===== config.mk =====
export PLATFORM = sky130hd
export DESIGN_NAME = ao_formatter
export DESIGN_NICKNAME = d
export VERILOG_FILES = /design/src/ao_pkg.sv /design/src/ao_diff_reg.sv /design/src/ao_rate_gen.sv /design/src/ao_formatter.sv
export SDC_FILE = /design/constraint.sdc
export NUM_CORES = 1
export LEC_CHECK = 0
export ABC_AREA = 1
export BUFFER_PORTS_ARGS = -buffer_cell sky130_fd_sc_hd__buf_2
export CAP_MARGIN = 15
export CORE_MARGIN = 10
export CORE_UTILIZATION = 40
export CTS_BUF_LIST = sky130_fd_sc_hd__clkbuf_16
export CTS_CLUSTER_SIZE = 14
export DETAILED_ROUTE_END_ITERATION = 10
export PLACE_DENSITY = 0.7
export SLEW_MARGIN = 30
export SYNTH_ARGS = -nofsm -noshare
export SYNTH_HDL_FRONTEND = slang
export SYNTH_SLANG_ARGS = --single-unit

===== constraint.sdc =====
create_clock -name pclk -period 1.85 [get_ports pclk]
set_input_delay 0 -clock pclk [delete_from_list [all_inputs] [get_ports pclk]]
set_output_delay 0 -clock pclk [all_outputs]
set_load 0.005 [all_outputs]

===== src/ao_pkg.sv =====
// shared constants and types for the adc output formatter
// What this block does
// RULE_01: output word is 10 bits, bit0 lsb
// RULE_02: each bit drives true and inverse lines
// RULE_03: over-range drives true flag line high
// RULE_04: over-range drives complement flag line low
// RULE_05: format 0 two's complement, 1 offset
// RULE_06: unconnected format select means two's complement
// RULE_07: forwarded differential copy of converter clock; at half rate the code forwards half the converter clock
// RULE_08: divider select 0 half, 1 full rate
// RULE_09: receiver captures on next forwarded rising edge
// RULE_10: flag updates with its data word
package ao_pkg;
  localparam int          WORD_W      = 10;        // sample word width
  localparam int          PCLK_MHZ    = 40;        // bus clock rate
  localparam int          ADDR_W      = 12;        // apb address width
  // register byte offsets
  localparam logic [11:0] OFS_CTRL    = 12'h000;   // format and rate override
  localparam logic [11:0] OFS_STATUS  = 12'h004;   // sticky events, read clears
  localparam logic [11:0] OFS_MASK    = 12'h008;   // interrupt mask
  localparam logic [11:0] OFS_LAST    = 12'h00C;   // last launched word
  // control field positions
  localparam int          CTRL_FMT_OV = 0;         // software owns format
  localparam int          CTRL_FMT    = 1;         // software format value
  localparam int          CTRL_RATE_OV = 2;        // software owns rate select
  localparam int          CTRL_RATE   = 3;         // software rate value
  // status and mask field positions
  localparam int          EV_OVER     = 0;         // over-range sample seen
  localparam int          EV_LAUNCH   = 1;         // word launched to pins
  localparam int          EV_W        = 2;         // number of events
  // last-word field positions
  localparam int          LAST_OVER   = 10;        // flag beside the word
  localparam int          LAST_FMT    = 16;        // effective format
  localparam int          LAST_RATE   = 17;        // effective rate select
  // reset values
  localparam logic [3:0]  CTRL_RST    = 4'h0;
  localparam logic [1:0]  MASK_RST    = 2'h0;
  localparam logic [1:0]  PHASE_RST   = 2'h0;
  // one word with its range flag, moved as a unit
  typedef struct packed {
    logic                over;
    logic [WORD_W-1:0]   code;
  } ao_word_t;
  // apb answer sequencing
  typedef enum logic [2:0] {
    AO_IDLE = 3'b001,
    AO_WAIT = 3'b010,
    AO_ANS  = 3'b100
  } ao_apb_st_t;
endpackage


===== src/ao_diff_reg.sv =====
// registered differential output pairs, true and complement
`timescale 1ns/10ps
module ao_diff_reg
  import ao_pkg::*;
#(
  parameter int W = 11
) (
  input  wire logic         pclk,
  input  wire logic         presetn,
  input  wire logic         load,
  input  wire logic [W-1:0] d,
  output logic [W-1:0]      q_true,
  output logic [W-1:0]      q_comp
);
  initial begin
    if (W < 1) $error("ao_diff_reg width must be positive");
  end

  logic [W-1:0] next_true;   // value for the true lines
  logic [W-1:0] next_comp;   // value for the complement lines

  // one pair per bit; complement is the inverse of the next true value
  genvar i;
  for (i = 0; i < W; i++) begin : g_pair
    always_comb begin
      next_true[i] = load ? d[i] : q_true[i];
      next_comp[i] = ~next_true[i];  // RULE_02
    end
  end

  // complement resets high so the pair stays opposite even in reset
  always_ff @(posedge pclk or negedge presetn) begin
    if (!presetn) begin
      q_true <= '0;
      q_comp <= '1;
    end else begin
      q_true <= next_true;
      q_comp <= next_comp;
    end
  end

  pair_opposite_a: assert property (@(posedge pclk) disable iff (!presetn) (q_comp == ~q_true)) // RULE_02
    else $error("differential pair not complementary");
endmodule // ao_diff_reg


===== src/ao_rate_gen.sv =====
// converter sample enable, output update enable and forwarded clock level
`timescale 1ns/10ps
module ao_rate_gen
  import ao_pkg::*;
(
  input  wire logic pclk,
  input  wire logic presetn,
  input  wire logic full_rate,
  output logic      sample_en,
  output logic      update_en,
  output logic      fwd_next
);
  logic [1:0] phase;       // free running divider phase
  logic [1:0] next_phase;

  // converter clock is pclk/2: a sample is taken when phase bit 0 is high
  always_comb begin
    next_phase = phase + 2'h1;
    sample_en  = phase[0];
    // full rate updates every sample, half rate every second one
    update_en  = full_rate ? phase[0] : (phase == 2'h3);  // RULE_08
    // forwarded clock falls at launch and rises mid-word
    fwd_next   = full_rate ? ~phase[0] : (phase[0] ^ phase[1]);  // RULE_07 RULE_09
  end

  always_ff @(posedge pclk or negedge presetn) begin
    if (!presetn) phase <= PHASE_RST;
    else          phase <= next_phase;
  end

  sample_spacing_a: assert property (@(posedge pclk) disable iff (!presetn)
    sample_en |=> !sample_en ##1 sample_en) // RULE_07
    else $error("converter sample enable not every second cycle");
  half_rate_gap_a: assert property (@(posedge pclk) disable iff (!presetn)
    (update_en && !full_rate) ##1 !full_rate[*3] |-> !$past(update_en) && !$past(update_en, 2)) // RULE_08
    else $error("half rate update came too soon");
endmodule // ao_rate_gen


===== src/ao_formatter.sv =====
// adc output formatter top: sample formatting, differential pins, apb registers
//
// Chosen here: the APB slave port and the register addresses.
`timescale 1ns/10ps
module ao_formatter
  import ao_pkg::*;
(
  input  wire logic              pclk,
  input  wire logic              presetn,
  // converter core side, raw code is offset binary
  input  wire logic [WORD_W-1:0] core_code,
  input  wire logic              core_over,
  // strap pins, pull-down makes an open pin read 0
  input  wire logic              format_select,
  input  wire logic              half_rate_select,
  // apb slave
  input  wire logic              psel,
  input  wire logic              penable,
  input  wire logic              pwrite,
  input  wire logic [ADDR_W-1:0] paddr,
  input  wire logic [31:0]       pwdata,
  output logic [31:0]            prdata,
  output logic                   pready,
  output logic                   pslverr,
  output logic                   irq,
  // differential sample pins
  output logic [WORD_W-1:0]      sample_bit_true,
  output logic [WORD_W-1:0]      sample_bit_comp,
  output logic                   range_exceeded_true,
  output logic                   range_exceeded_comp,
  output logic                   fwd_clock_true,
  output logic                   fwd_clock_comp
);
  // ------------------------------------------------------------ registers
  logic [3:0]      ctrl;           // override bits
  logic [3:0]      next_ctrl;
  logic [EV_W-1:0] status;         // sticky events
  logic [EV_W-1:0] next_status;
  logic [EV_W-1:0] mask;           // interrupt enables
  logic [EV_W-1:0] next_mask;
  logic            next_irq;
  ao_apb_st_t      st;             // apb answer state
  ao_apb_st_t      next_st;
  logic [31:0]     next_prdata;
  logic            next_pslverr;
  ao_word_t        last_word;      // copy of what the pins show
  ao_word_t        next_last;

  // ------------------------------------------------------------ effective selects
  logic fmt_offset;                // 1 selects offset binary
  logic full_rate;                 // 1 selects full update rate
  logic sample_en;
  logic update_en;
  logic fwd_next;
  ao_word_t launch_word;           // formatted word headed for the pins
  logic [EV_W-1:0] events;

  // an open format pin reads 0 through its pull-down, so two's complement
  assign fmt_offset = ctrl[CTRL_FMT_OV] ? ctrl[CTRL_FMT] : format_select;  // RULE_06
  assign full_rate  = ctrl[CTRL_RATE_OV] ? ctrl[CTRL_RATE] : half_rate_select;

  ao_rate_gen u_rate (
    .pclk      (pclk),
    .presetn   (presetn),
    .full_rate (full_rate),
    .sample_en (sample_en),
    .update_en (update_en),
    .fwd_next  (fwd_next)
  );

  // formatting: two's complement is offset binary with the msb flipped
  always_comb begin
    launch_word.over = core_over;  // RULE_03 RULE_04
    launch_word.code = core_code;  // RULE_01
    if (!fmt_offset) begin
      launch_word.code[WORD_W-1] = ~core_code[WORD_W-1];  // RULE_05
    end
  end

  // word and range flag load together, one register stage, same edge
  ao_diff_reg #(.W(WORD_W + 1)) u_data (
    .pclk    (pclk),
    .presetn (presetn),
    .load    (update_en),  // RULE_10
    .d       (launch_word),
    .q_true  ({range_exceeded_true, sample_bit_true}),
    .q_comp  ({range_exceeded_comp, sample_bit_comp})
  );

  // forwarded clock pair, registered beside the data so skew stays one flop
  ao_diff_reg #(.W(1)) u_fwd (
    .pclk    (pclk),
    .presetn (presetn),
    .load    (1'b1),
    .d       (fwd_next),  // RULE_07
    .q_true  (fwd_clock_true),
    .q_comp  (fwd_clock_comp)
  );

  // ------------------------------------------------------------ apb decode
  logic acc_done;                  // edge at which the master sees pready
  logic rd_status;
  assign acc_done  = psel && penable && pready;
  assign rd_status = acc_done && !pwrite && (paddr == OFS_STATUS);

  // one wait state: the answer is computed then registered with pready
  always_comb begin
    next_st      = st;
    next_prdata  = prdata;
    next_pslverr = pslverr;
    unique case (st)
      AO_IDLE: begin
        // a setup cycle moves on into the wait state
        if (psel && !penable) begin
          next_st = AO_WAIT;
        end
      end
      AO_WAIT: begin
        next_st      = AO_ANS;
        next_pslverr = 1'b0;
        next_prdata  = '0;
        unique case (paddr)
          OFS_CTRL: begin
            next_prdata[3:0] = ctrl;
          end
          OFS_STATUS: begin
            next_prdata[EV_W-1:0] = status;
          end
          OFS_MASK: begin
            next_prdata[EV_W-1:0] = mask;
          end
          OFS_LAST: begin
            next_prdata[WORD_W:0]  = last_word;
            next_prdata[LAST_FMT]  = fmt_offset;
            next_prdata[LAST_RATE] = full_rate;
          end
          default: begin
            // unmapped address: error answer, reads zero
            next_pslverr = 1'b1;
          end
        endcase
        if (pwrite) begin
          next_prdata = '0;
        end
      end
      AO_ANS: begin
        // the master releases after this edge; a new setup may follow at once
        next_st      = AO_IDLE;
        next_prdata  = '0;
        next_pslverr = 1'b0;
      end
      default: begin
        next_st = AO_IDLE;
      end
    endcase
  end

  always_ff @(posedge pclk or negedge presetn) begin
    if (!presetn) begin
      st      <= AO_IDLE;
      prdata  <= '0;
      pslverr <= 1'b0;
      pready  <= 1'b0;
    end else begin
      st      <= next_st;
      prdata  <= next_prdata;
      pslverr <= next_pslverr;
      pready  <= (next_st == AO_ANS);
    end
  end

  // ------------------------------------------------------------ control, mask, status
  // events: an over-range sample, and a launch of a word to the pins
  always_comb begin
    events            = '0;
    events[EV_OVER]   = sample_en && core_over;
    events[EV_LAUNCH] = update_en;
  end

  // writes land only on the edge that completes the access
  always_comb begin
    next_ctrl = ctrl;
    next_mask = mask;
    if (acc_done && pwrite && !pslverr) begin
      if (paddr == OFS_CTRL) begin
        next_ctrl = pwdata[3:0];
      end
      if (paddr == OFS_MASK) begin
        next_mask = pwdata[EV_W-1:0];
      end
    end
    // read clears, but an event in the same cycle is kept
    next_status = (rd_status ? '0 : status) | events;
    next_irq    = |(next_status & next_mask);
    next_last   = update_en ? launch_word : last_word;
  end

  always_ff @(posedge pclk or negedge presetn) begin
    if (!presetn) begin
      ctrl      <= CTRL_RST;
      mask      <= MASK_RST;
      status    <= '0;
      irq       <= 1'b0;
      last_word <= '0;
    end else begin
      ctrl      <= next_ctrl;
      mask      <= next_mask;
      status    <= next_status;
      irq       <= next_irq;
      last_word <= next_last;
    end
  end

  // ------------------------------------------------------------ checks
  word_follows_input_a: assert property (@(posedge pclk) disable iff (!presetn)
    update_en |=> sample_bit_true[WORD_W-2:0] == $past(core_code[WORD_W-2:0])) // RULE_01
    else $error("launched low bits differ from converter code");
  twos_msb_a: assert property (@(posedge pclk) disable iff (!presetn)
    (update_en && !fmt_offset) |=> sample_bit_true[WORD_W-1] != $past(core_code[WORD_W-1])) // RULE_05
    else $error("two's complement msb not inverted");
  offset_msb_a: assert property (@(posedge pclk) disable iff (!presetn)
    (update_en && fmt_offset) |=> sample_bit_true[WORD_W-1] == $past(core_code[WORD_W-1])) // RULE_05
    else $error("offset binary msb altered");
  open_pin_twos_a: assert property (@(posedge pclk) disable iff (!presetn)
    (!ctrl[CTRL_FMT_OV] && !format_select) |-> !fmt_offset) // RULE_06
    else $error("low format pin did not give two's complement");
  over_flag_a: assert property (@(posedge pclk) disable iff (!presetn)
    (update_en && core_over) |=> range_exceeded_true && !range_exceeded_comp) // RULE_03 RULE_04
    else $error("over-range flag pair not raised");
  flag_with_word_a: assert property (@(posedge pclk) disable iff (!presetn)
    $changed(range_exceeded_true) |-> $past(update_en)) // RULE_10
    else $error("range flag moved without a word launch");
  fwd_rise_after_a: assert property (@(posedge pclk) disable iff (!presetn)
    (update_en && full_rate) ##1 full_rate |-> !fwd_clock_true ##1 fwd_clock_true) // RULE_07 RULE_09
    else $error("forwarded clock did not rise one cycle after launch");
  ans_wait_a: assert property (@(posedge pclk) disable iff (!presetn)
    (psel && !penable && st == AO_IDLE) |=> !pready ##1 pready)
    else $error("apb answer not after one wait state");
  status_set_wins_a: assert property (@(posedge pclk) disable iff (!presetn)
    (rd_status && update_en) |=> status[EV_LAUNCH])
    else $error("launch event lost under read clear");
endmodule // ao_formatter


# [Word level (Yosys, flattened, before mapping)]
# Index checks and enable logic that the tools add are counted.
[word_totals] regBits=83 inputBits=62 out_inout_bits=59 elab_cells=86
[classes] addsub=1 eq_ne=8 n_mux=29 bitwise_logic=17 n_reduce_logical=16
[op_table] cell="case mux 32 bit (2 select lines)" count=1
[op_table] cell="== test 12 x 4 -> 1 bit (second input constant)" count=2
[op_table] cell="2-to-1 mux 18 bit" count=1
[op_table] cell="2-to-1 mux 1 bit" count=17
[op_table] cell="NOT 1 bit" count=14
[op_table] cell="== test 12 x 3 -> 1 bit (second input constant)" count=1
[op_table] cell="logical NOT 12 bit" count=1
[op_table] cell="logical AND 1 bit" count=8
[op_table] cell="2-to-1 mux 2 bit" count=4
[op_table] cell="case mux 2 bit (4 select lines)" count=1
[op_table] cell="2-to-1 mux 7 bit" count=1
[op_table] cell="== test 3 bit (second input constant)" count=2
[op_table] cell="case mux 3 bit (2 select lines)" count=1
[op_table] cell="case mux 2 bit (2 select lines)" count=1
[op_table] cell="OR reduction 4 bit" count=1
[op_table] cell="== test 3 x 1 -> 1 bit (second input constant)" count=1
[op_table] cell="== test 3 x 2 -> 1 bit (second input constant)" count=1
[op_table] cell="logical NOT 1 bit" count=3
[op_table] cell="2-to-1 mux 3 bit" count=1
[op_table] cell="adder 2 x 1 -> 2 bit (second input constant)" count=1
[op_table] cell="AND 2 bit" count=1
[op_table] cell="== test 2 bit (second input constant)" count=1
[op_table] cell="OR 2 bit" count=1
[op_table] cell="case mux 1 bit (2 select lines)" count=1
[op_table] cell="other kinds (4)" count=4

# [Logic depth before layout (Yosys ltp)]
[depth] word_depth=8 ltp_mapped=11 mapped_depth_nobuf=10

# [Cells and area by module]
# Synthesis repeated with hierarchy kept, for this count alone.
[hier_totals] hier_cells=360 area_unflattened_um2=2996.6
[modules_own_cells] mod="ao_formatter" n_inst=1 cells_each=223 area_each_um2=1883.1 seq_area_each_um2=952.2
[modules_own_cells] mod="ao_diff_reg at u_data" n_inst=1 cells_each=115 area_each_um2=935.9 seq_area_each_um2=564.3
[modules_own_cells] mod="ao_rate_gen" n_inst=1 cells_each=11 area_each_um2=92.6 seq_area_each_um2=50.0
[modules_own_cells] mod="ao_diff_reg at u_fwd" n_inst=1 cells_each=11 area_each_um2=85.1 seq_area_each_um2=51.3

# [Worst setup path before layout]
# OpenSTA, ideal clock, no wires.
[synth_timing] kind="reg2reg" startpoint="register ctrl[2]" endpoint="register u_data.q_comp[9]" setup_time_ns=0.070 arrival_ns=1.186 required_time_ns=1.780 slack_ns=0.593 path_stages_with_launch=11 n_path_buf=1 synth_period_minus_slack_ns=1.257 path_cell_list="dfrtp_1 > inv_1 > nand2_2 > nand2_2 > nand2_1 > nand2_2 > buf_6 > inv_4 > or2_4 > nand2_4 > inv_2"
[synth_via] elab_chain_cells=4
[synth_lines] element="start: declaration" line_no="ao_formatter.sv:35" text="logic [3:0] ctrl;"
[synth_lines] element="start signal: assignment" line_no="ao_formatter.sv:206" text="ctrl <= next_ctrl;"
[synth_lines] element="2-to-1 mux 1 bit" line_no="ao_formatter.sv:60" text="assign full_rate = ctrl[CTRL_RATE_OV] ? ctrl[CTRL_RATE] : half_rate_select;"
[synth_lines] element="2-to-1 mux 1 bit" line_no="ao_rate_gen.sv:21" text="update_en = full_rate ? phase[0] : (phase == 2'h3);"
[synth_lines] element="2-to-1 mux 1 bit" line_no="ao_diff_reg.sv:26" text="next_true[i] = load ? d[i] : q_true[i];"
[synth_lines] element="named net u_data.next_true[9]" line_no="ao_diff_reg.sv:19" text="logic [W-1:0] next_true;"
[synth_lines] element="NOT 1 bit" line_no="ao_diff_reg.sv:27" text="next_comp[i] = ~next_true[i];"
[synth_lines] element="named net u_data.next_comp[9]" line_no="ao_diff_reg.sv:20" text="logic [W-1:0] next_comp;"
[synth_lines] element="end signal: assignment" line_no="ao_diff_reg.sv:38" text="q_comp <= next_comp;"
[synth_lines] element="end: declaration" line_no="ao_diff_reg.sv:13" text="output logic [W-1:0] q_comp"
# The timed path passes the listed nets, and every way through them passes these cells.
# A chain may end at the register's enable or synchronous reset.

# [Final worst setup path]
# Ends and elaborated chain as after synthesis.

==> key figures <==
Routing
  • Vias per cell: 4.43
  • DR vias: 2040
  • Final ANT Viol Nets: 0
  • Wire per inst: 13.4 µm
  • Iter 0 DRT Violations: 68
  • DRC viols: 0
  • WL final: 6.18 mm
  • First drt pass iteration count: 4

Worst setup path
  • Setup CP Type: reg -> reg
  • Startpoint types: flop
  • Cells on worst reg2reg path: 9
  • Reg-to-Reg End: u_data.q_comp[9]
  • Critical path buffer and inverter count: 3
  • Endpoint type of the worst setup path: flop
  • Slowest stage delay, CP: 390 ps
  • Max stage delay cell, worst path: dfrtp_1
  • Worst r2r src: ctrl[2]
  • Critical path arrival: 1840 ps
  • CP top delay family: simple AND/OR/NAND/NOR gates
  • Worst endpoint required time: 2110 ps
  • Most Frequent Cell on Critical Path: nand2_2
  • Critical path, cell by cell: inv_1 -> nand2_2 -> nand2_2 -> nand2_1 -> nand2_2 -> inv_4 -> or2_4 -> nand2_4 -> inv_2
  • FF-to-FF setup slack: 270 ps
  • Crit-path max FO: 30

Place
  • Placer Congestion: 0.851
  • Cells after DPL: 427
  • Pre-CTS setup slack: 235 ps
  • Final HPWL DP: 4.72 mm
  • # port buffers: 73

CTS
  • H-tree levels: 3
  • Worst-path clk slew: 50 ps
  • Longest Clk Path Bufs: 2
  • Worst skew pair latency: 320 ps
  • Quantity of hold-fixing buffers added after cts: 18
  • CTS tree: built
  • Setup Fix Bufs, Post-CTS: 0
  • CTS Buf Count: 9
  • # clock sinks: 64
  • CTS root buf: clkbuf_16
  • Resize count post-CTS: 0

Finish
  • Multi-input gate area: 756 µm²
  • Non-Filler Instances: 461
  • Storage cell area: 1620 µm²
  • Filler instances: 592
  • Final Util: 0.554
  • Nets@finish: 442
  • Fraction of layout cells with a size suffix above 1: 0.320
  • ANT cells: 0
  • Synth-to-Final Area Change: 32.7%

STA
  • Setup TNS: 0 ps
  • Slew HR: 0.658
  • Post-route clock period utilization: 0.856
  • Fmax: 631 MHz
  • Worst-Margin Slew: 511 ps
  • Fin Clk Skew: 4.84 ps
  • Final WS setup: 266 ps
  • Slew Limit Fails: 0
  • Fin. Hold Viols: 0
  • Setup violators final: 0
  • RSZ-0062 raised after global routing: no
  • Fin crit period: 1580 ps

Global routing
  • Largest net degree at the start of global routing: 31
  • Antenna violations before repair: 0
  • First-pass GRT wire length: 9.98 mm
  • Vias in the first global route: 2125
  • Global Route Usage Sum: 0.124
  • Grt ovf: 0

Synth
  • Synthesized flop and latch total: 64
  • Number of synthesized flops with an enable pin: 0
  • Avg Inst Size Synth: 9.54 µm²
  • Sequential area share after synthesis: 0.603
  • Synth area leader: dfrtp_1
  • Synthesized area: 2680 µm²
  • Top-area cell type share of the netlist area: 0.476
  • Most used DFF post-synth: dfrtp_1
  • Distinct cells, synth: 32
  • Yosys warns: 0
  • Cells after synthesis: 281
  • Post-synthesis async set-or-reset flop share: 1.00
  • Synth area leaders: dfrtp_1 (48%), dfstp_2 (13%), nand2_1 (7.8%)

Pwr
  • Sw Share: 0.232
  • Internal power: 2.91 mW
  • Leakage: 1.94 nW
  • Share of power burned in registers: 0.423
  • Switch Pwr: 0.880 mW
  • Power density cells: 1070 nW/µm²
  • Clock power share: 0.469
  • Total chip power: 3.79 mW
  • Maximum VDD drop: 0.601 mV
  • Logic gate share of total power: 0.108

Floorplan
  • Die H: 102 µm
  • Initial Util: 0.417
  • Chip width: 102 µm
  • Row count: 29
  • Die ar.: 10400 µm²
  • Core ar.: 6420 µm²
  • Boundary pin count: 121

Hold path
  • Hold Path Sink: st[0]
  • Worst Hold Path Cells: 4
  • Hold Startpoint: psel
  • Worst min path class: in -> reg

Run
  • Max Cap Viol: 0

Status
  • Status: complete, no violations
==> routing by layer <==
| metal | up-vias | GRT usage | routed length (µm) |
|---|---|---|---|
| met1 | 945 | 0.139 | 2410 |
| met5 | - | 0 | 0 |
| met2 | 58 | 0.207 | 3180 |
| met4 | 0 | 0.0618 | 97 |
| met3 | 9 | 0.0459 | 491 |
| li1 | 1028 | - | - |
==> worst register-to-register path, cell delays in order, from the launching register on <==
cell and delay, ps:
dfrtp_1 390, inv_1 90, nand2_2 50, nand2_2 80, nand2_1 70, nand2_2 390, inv_4 90, or2_4 260
nand2_4 60, inv_2 30
==> power by group through the flow <==
stage	sequential (mW)	clock, mW	combinational, mW
2_1_floorplan	1.64	0	0.163
3_3_place_gp	1.62	0	0.380
3_5_place_dp	1.63	0	0.391
4_1_cts	1.61	1.82	0.422
5_1_grt	1.62	1.91	0.468
6_report	1.61	1.78	0.409
==> worst max-delay path by stage <==
| stage | start | end | slack, ps | depth (start not counted) |
|---|---|---|---|---|
| 2_1_floorplan | ctrl[2] | u_data.q_comp[9] | 590 | 10 |
| 4_1_cts | ctrl[2] | u_data.q_comp[0] | 230 | 8 |
| 3_3_place_gp | ctrl[2] | u_data.q_comp[9] | 260 | 9 |
| 6_report | ctrl[2] | u_data.q_comp[9] | 270 | 9 |
| 5_1_grt | ctrl[2] | u_data.q_comp[0] | 20 | 8 |
| 3_5_place_dp | ctrl[2] | u_data.q_comp[0] | 230 | 8 |
==> layout by cell type (no fill, tap or decap), types with 2 or more instances in the layout <==
cell type	count
o211ai_1	2
nor2_2	4
nand2_2	5
dlygate4sd3_1	18
inv_1	47
nand3_1	10
nand4_1	7
nor3_1	2
dfstp_2	13
buf_2	73
dfrtp_1	51
clkinv_2	3
o21ai_0	30
clkbuf_16	9
bufinv_16	2
conb_1	19
buf_4	4
o21ai_1	5
nand2_1	56
nor2_1	9
==> sequential cells by signal, indices dropped and copies added (netlist names) <==
name           flops
pslverr            1
u_data.q_comp     11
u_fwd.q_true       1
irq                1
st                 3
last_word         11
u_data.q_true     11
pready             1
ctrl               4
mask               2
u_fwd.q_comp       1
status             2
u_rate.phase       2
prdata            13
==> through the flow <==
| stage | hold slack (ps) | instance area, µm² |
|---|---|---|
| 3_5_place_dp | -12.0 | 3060 |
| 5_1_grt | 39.9 | 3560 |
| 3_3_place_gp | -24.3 | 3060 |
| 4_1_cts | 5.30 | 3560 |
| 6_report | 21.3 | 3560 |
| 2_1_floorplan | -296 | 2750 |
==> kinds of logic (layout without fill, tap and decap cells) <==
family,after synthesis,after routing,synth area share
AO/OA/AOI/OAI,40,40,0.0789
XOR/XNOR,1,1,0.00327
adder cells (fa/ha/maj),1,1,0.00467
buffers and inverters,76,161,0.140
flip-flops,64,64,0.603
other,1,19,0.00140
AND/OR/NAND/NOR,98,98,0.168
==> cell usage after synthesis, drive strengths merged (2+ instances only) <==
| cell type | number |
|---|---|
| dfstp | 13 |
| nand2 | 62 |
| nand4 | 7 |
| nor3 | 2 |
| inv | 49 |
| nor2 | 14 |
| buf | 23 |
| dfrtp | 51 |
| clkbuf | 3 |
| nand3 | 11 |
| o211ai | 2 |
| o21ai | 36 |
==> area by class of cell <==
type | count | share of cell area
Clock buffer | 9 | 0.0633
Clock inverter | 7 | 0.0267
Inverter | 50 | 0.0538
Multi-Input combinational cell | 159 | 0.212
Sequential cell | 64 | 0.455
Tap cell | 77 | 0.0271
Timing Repair Buffer | 95 | 0.162
Note: power is estimated with default switching activity, not from simulation.
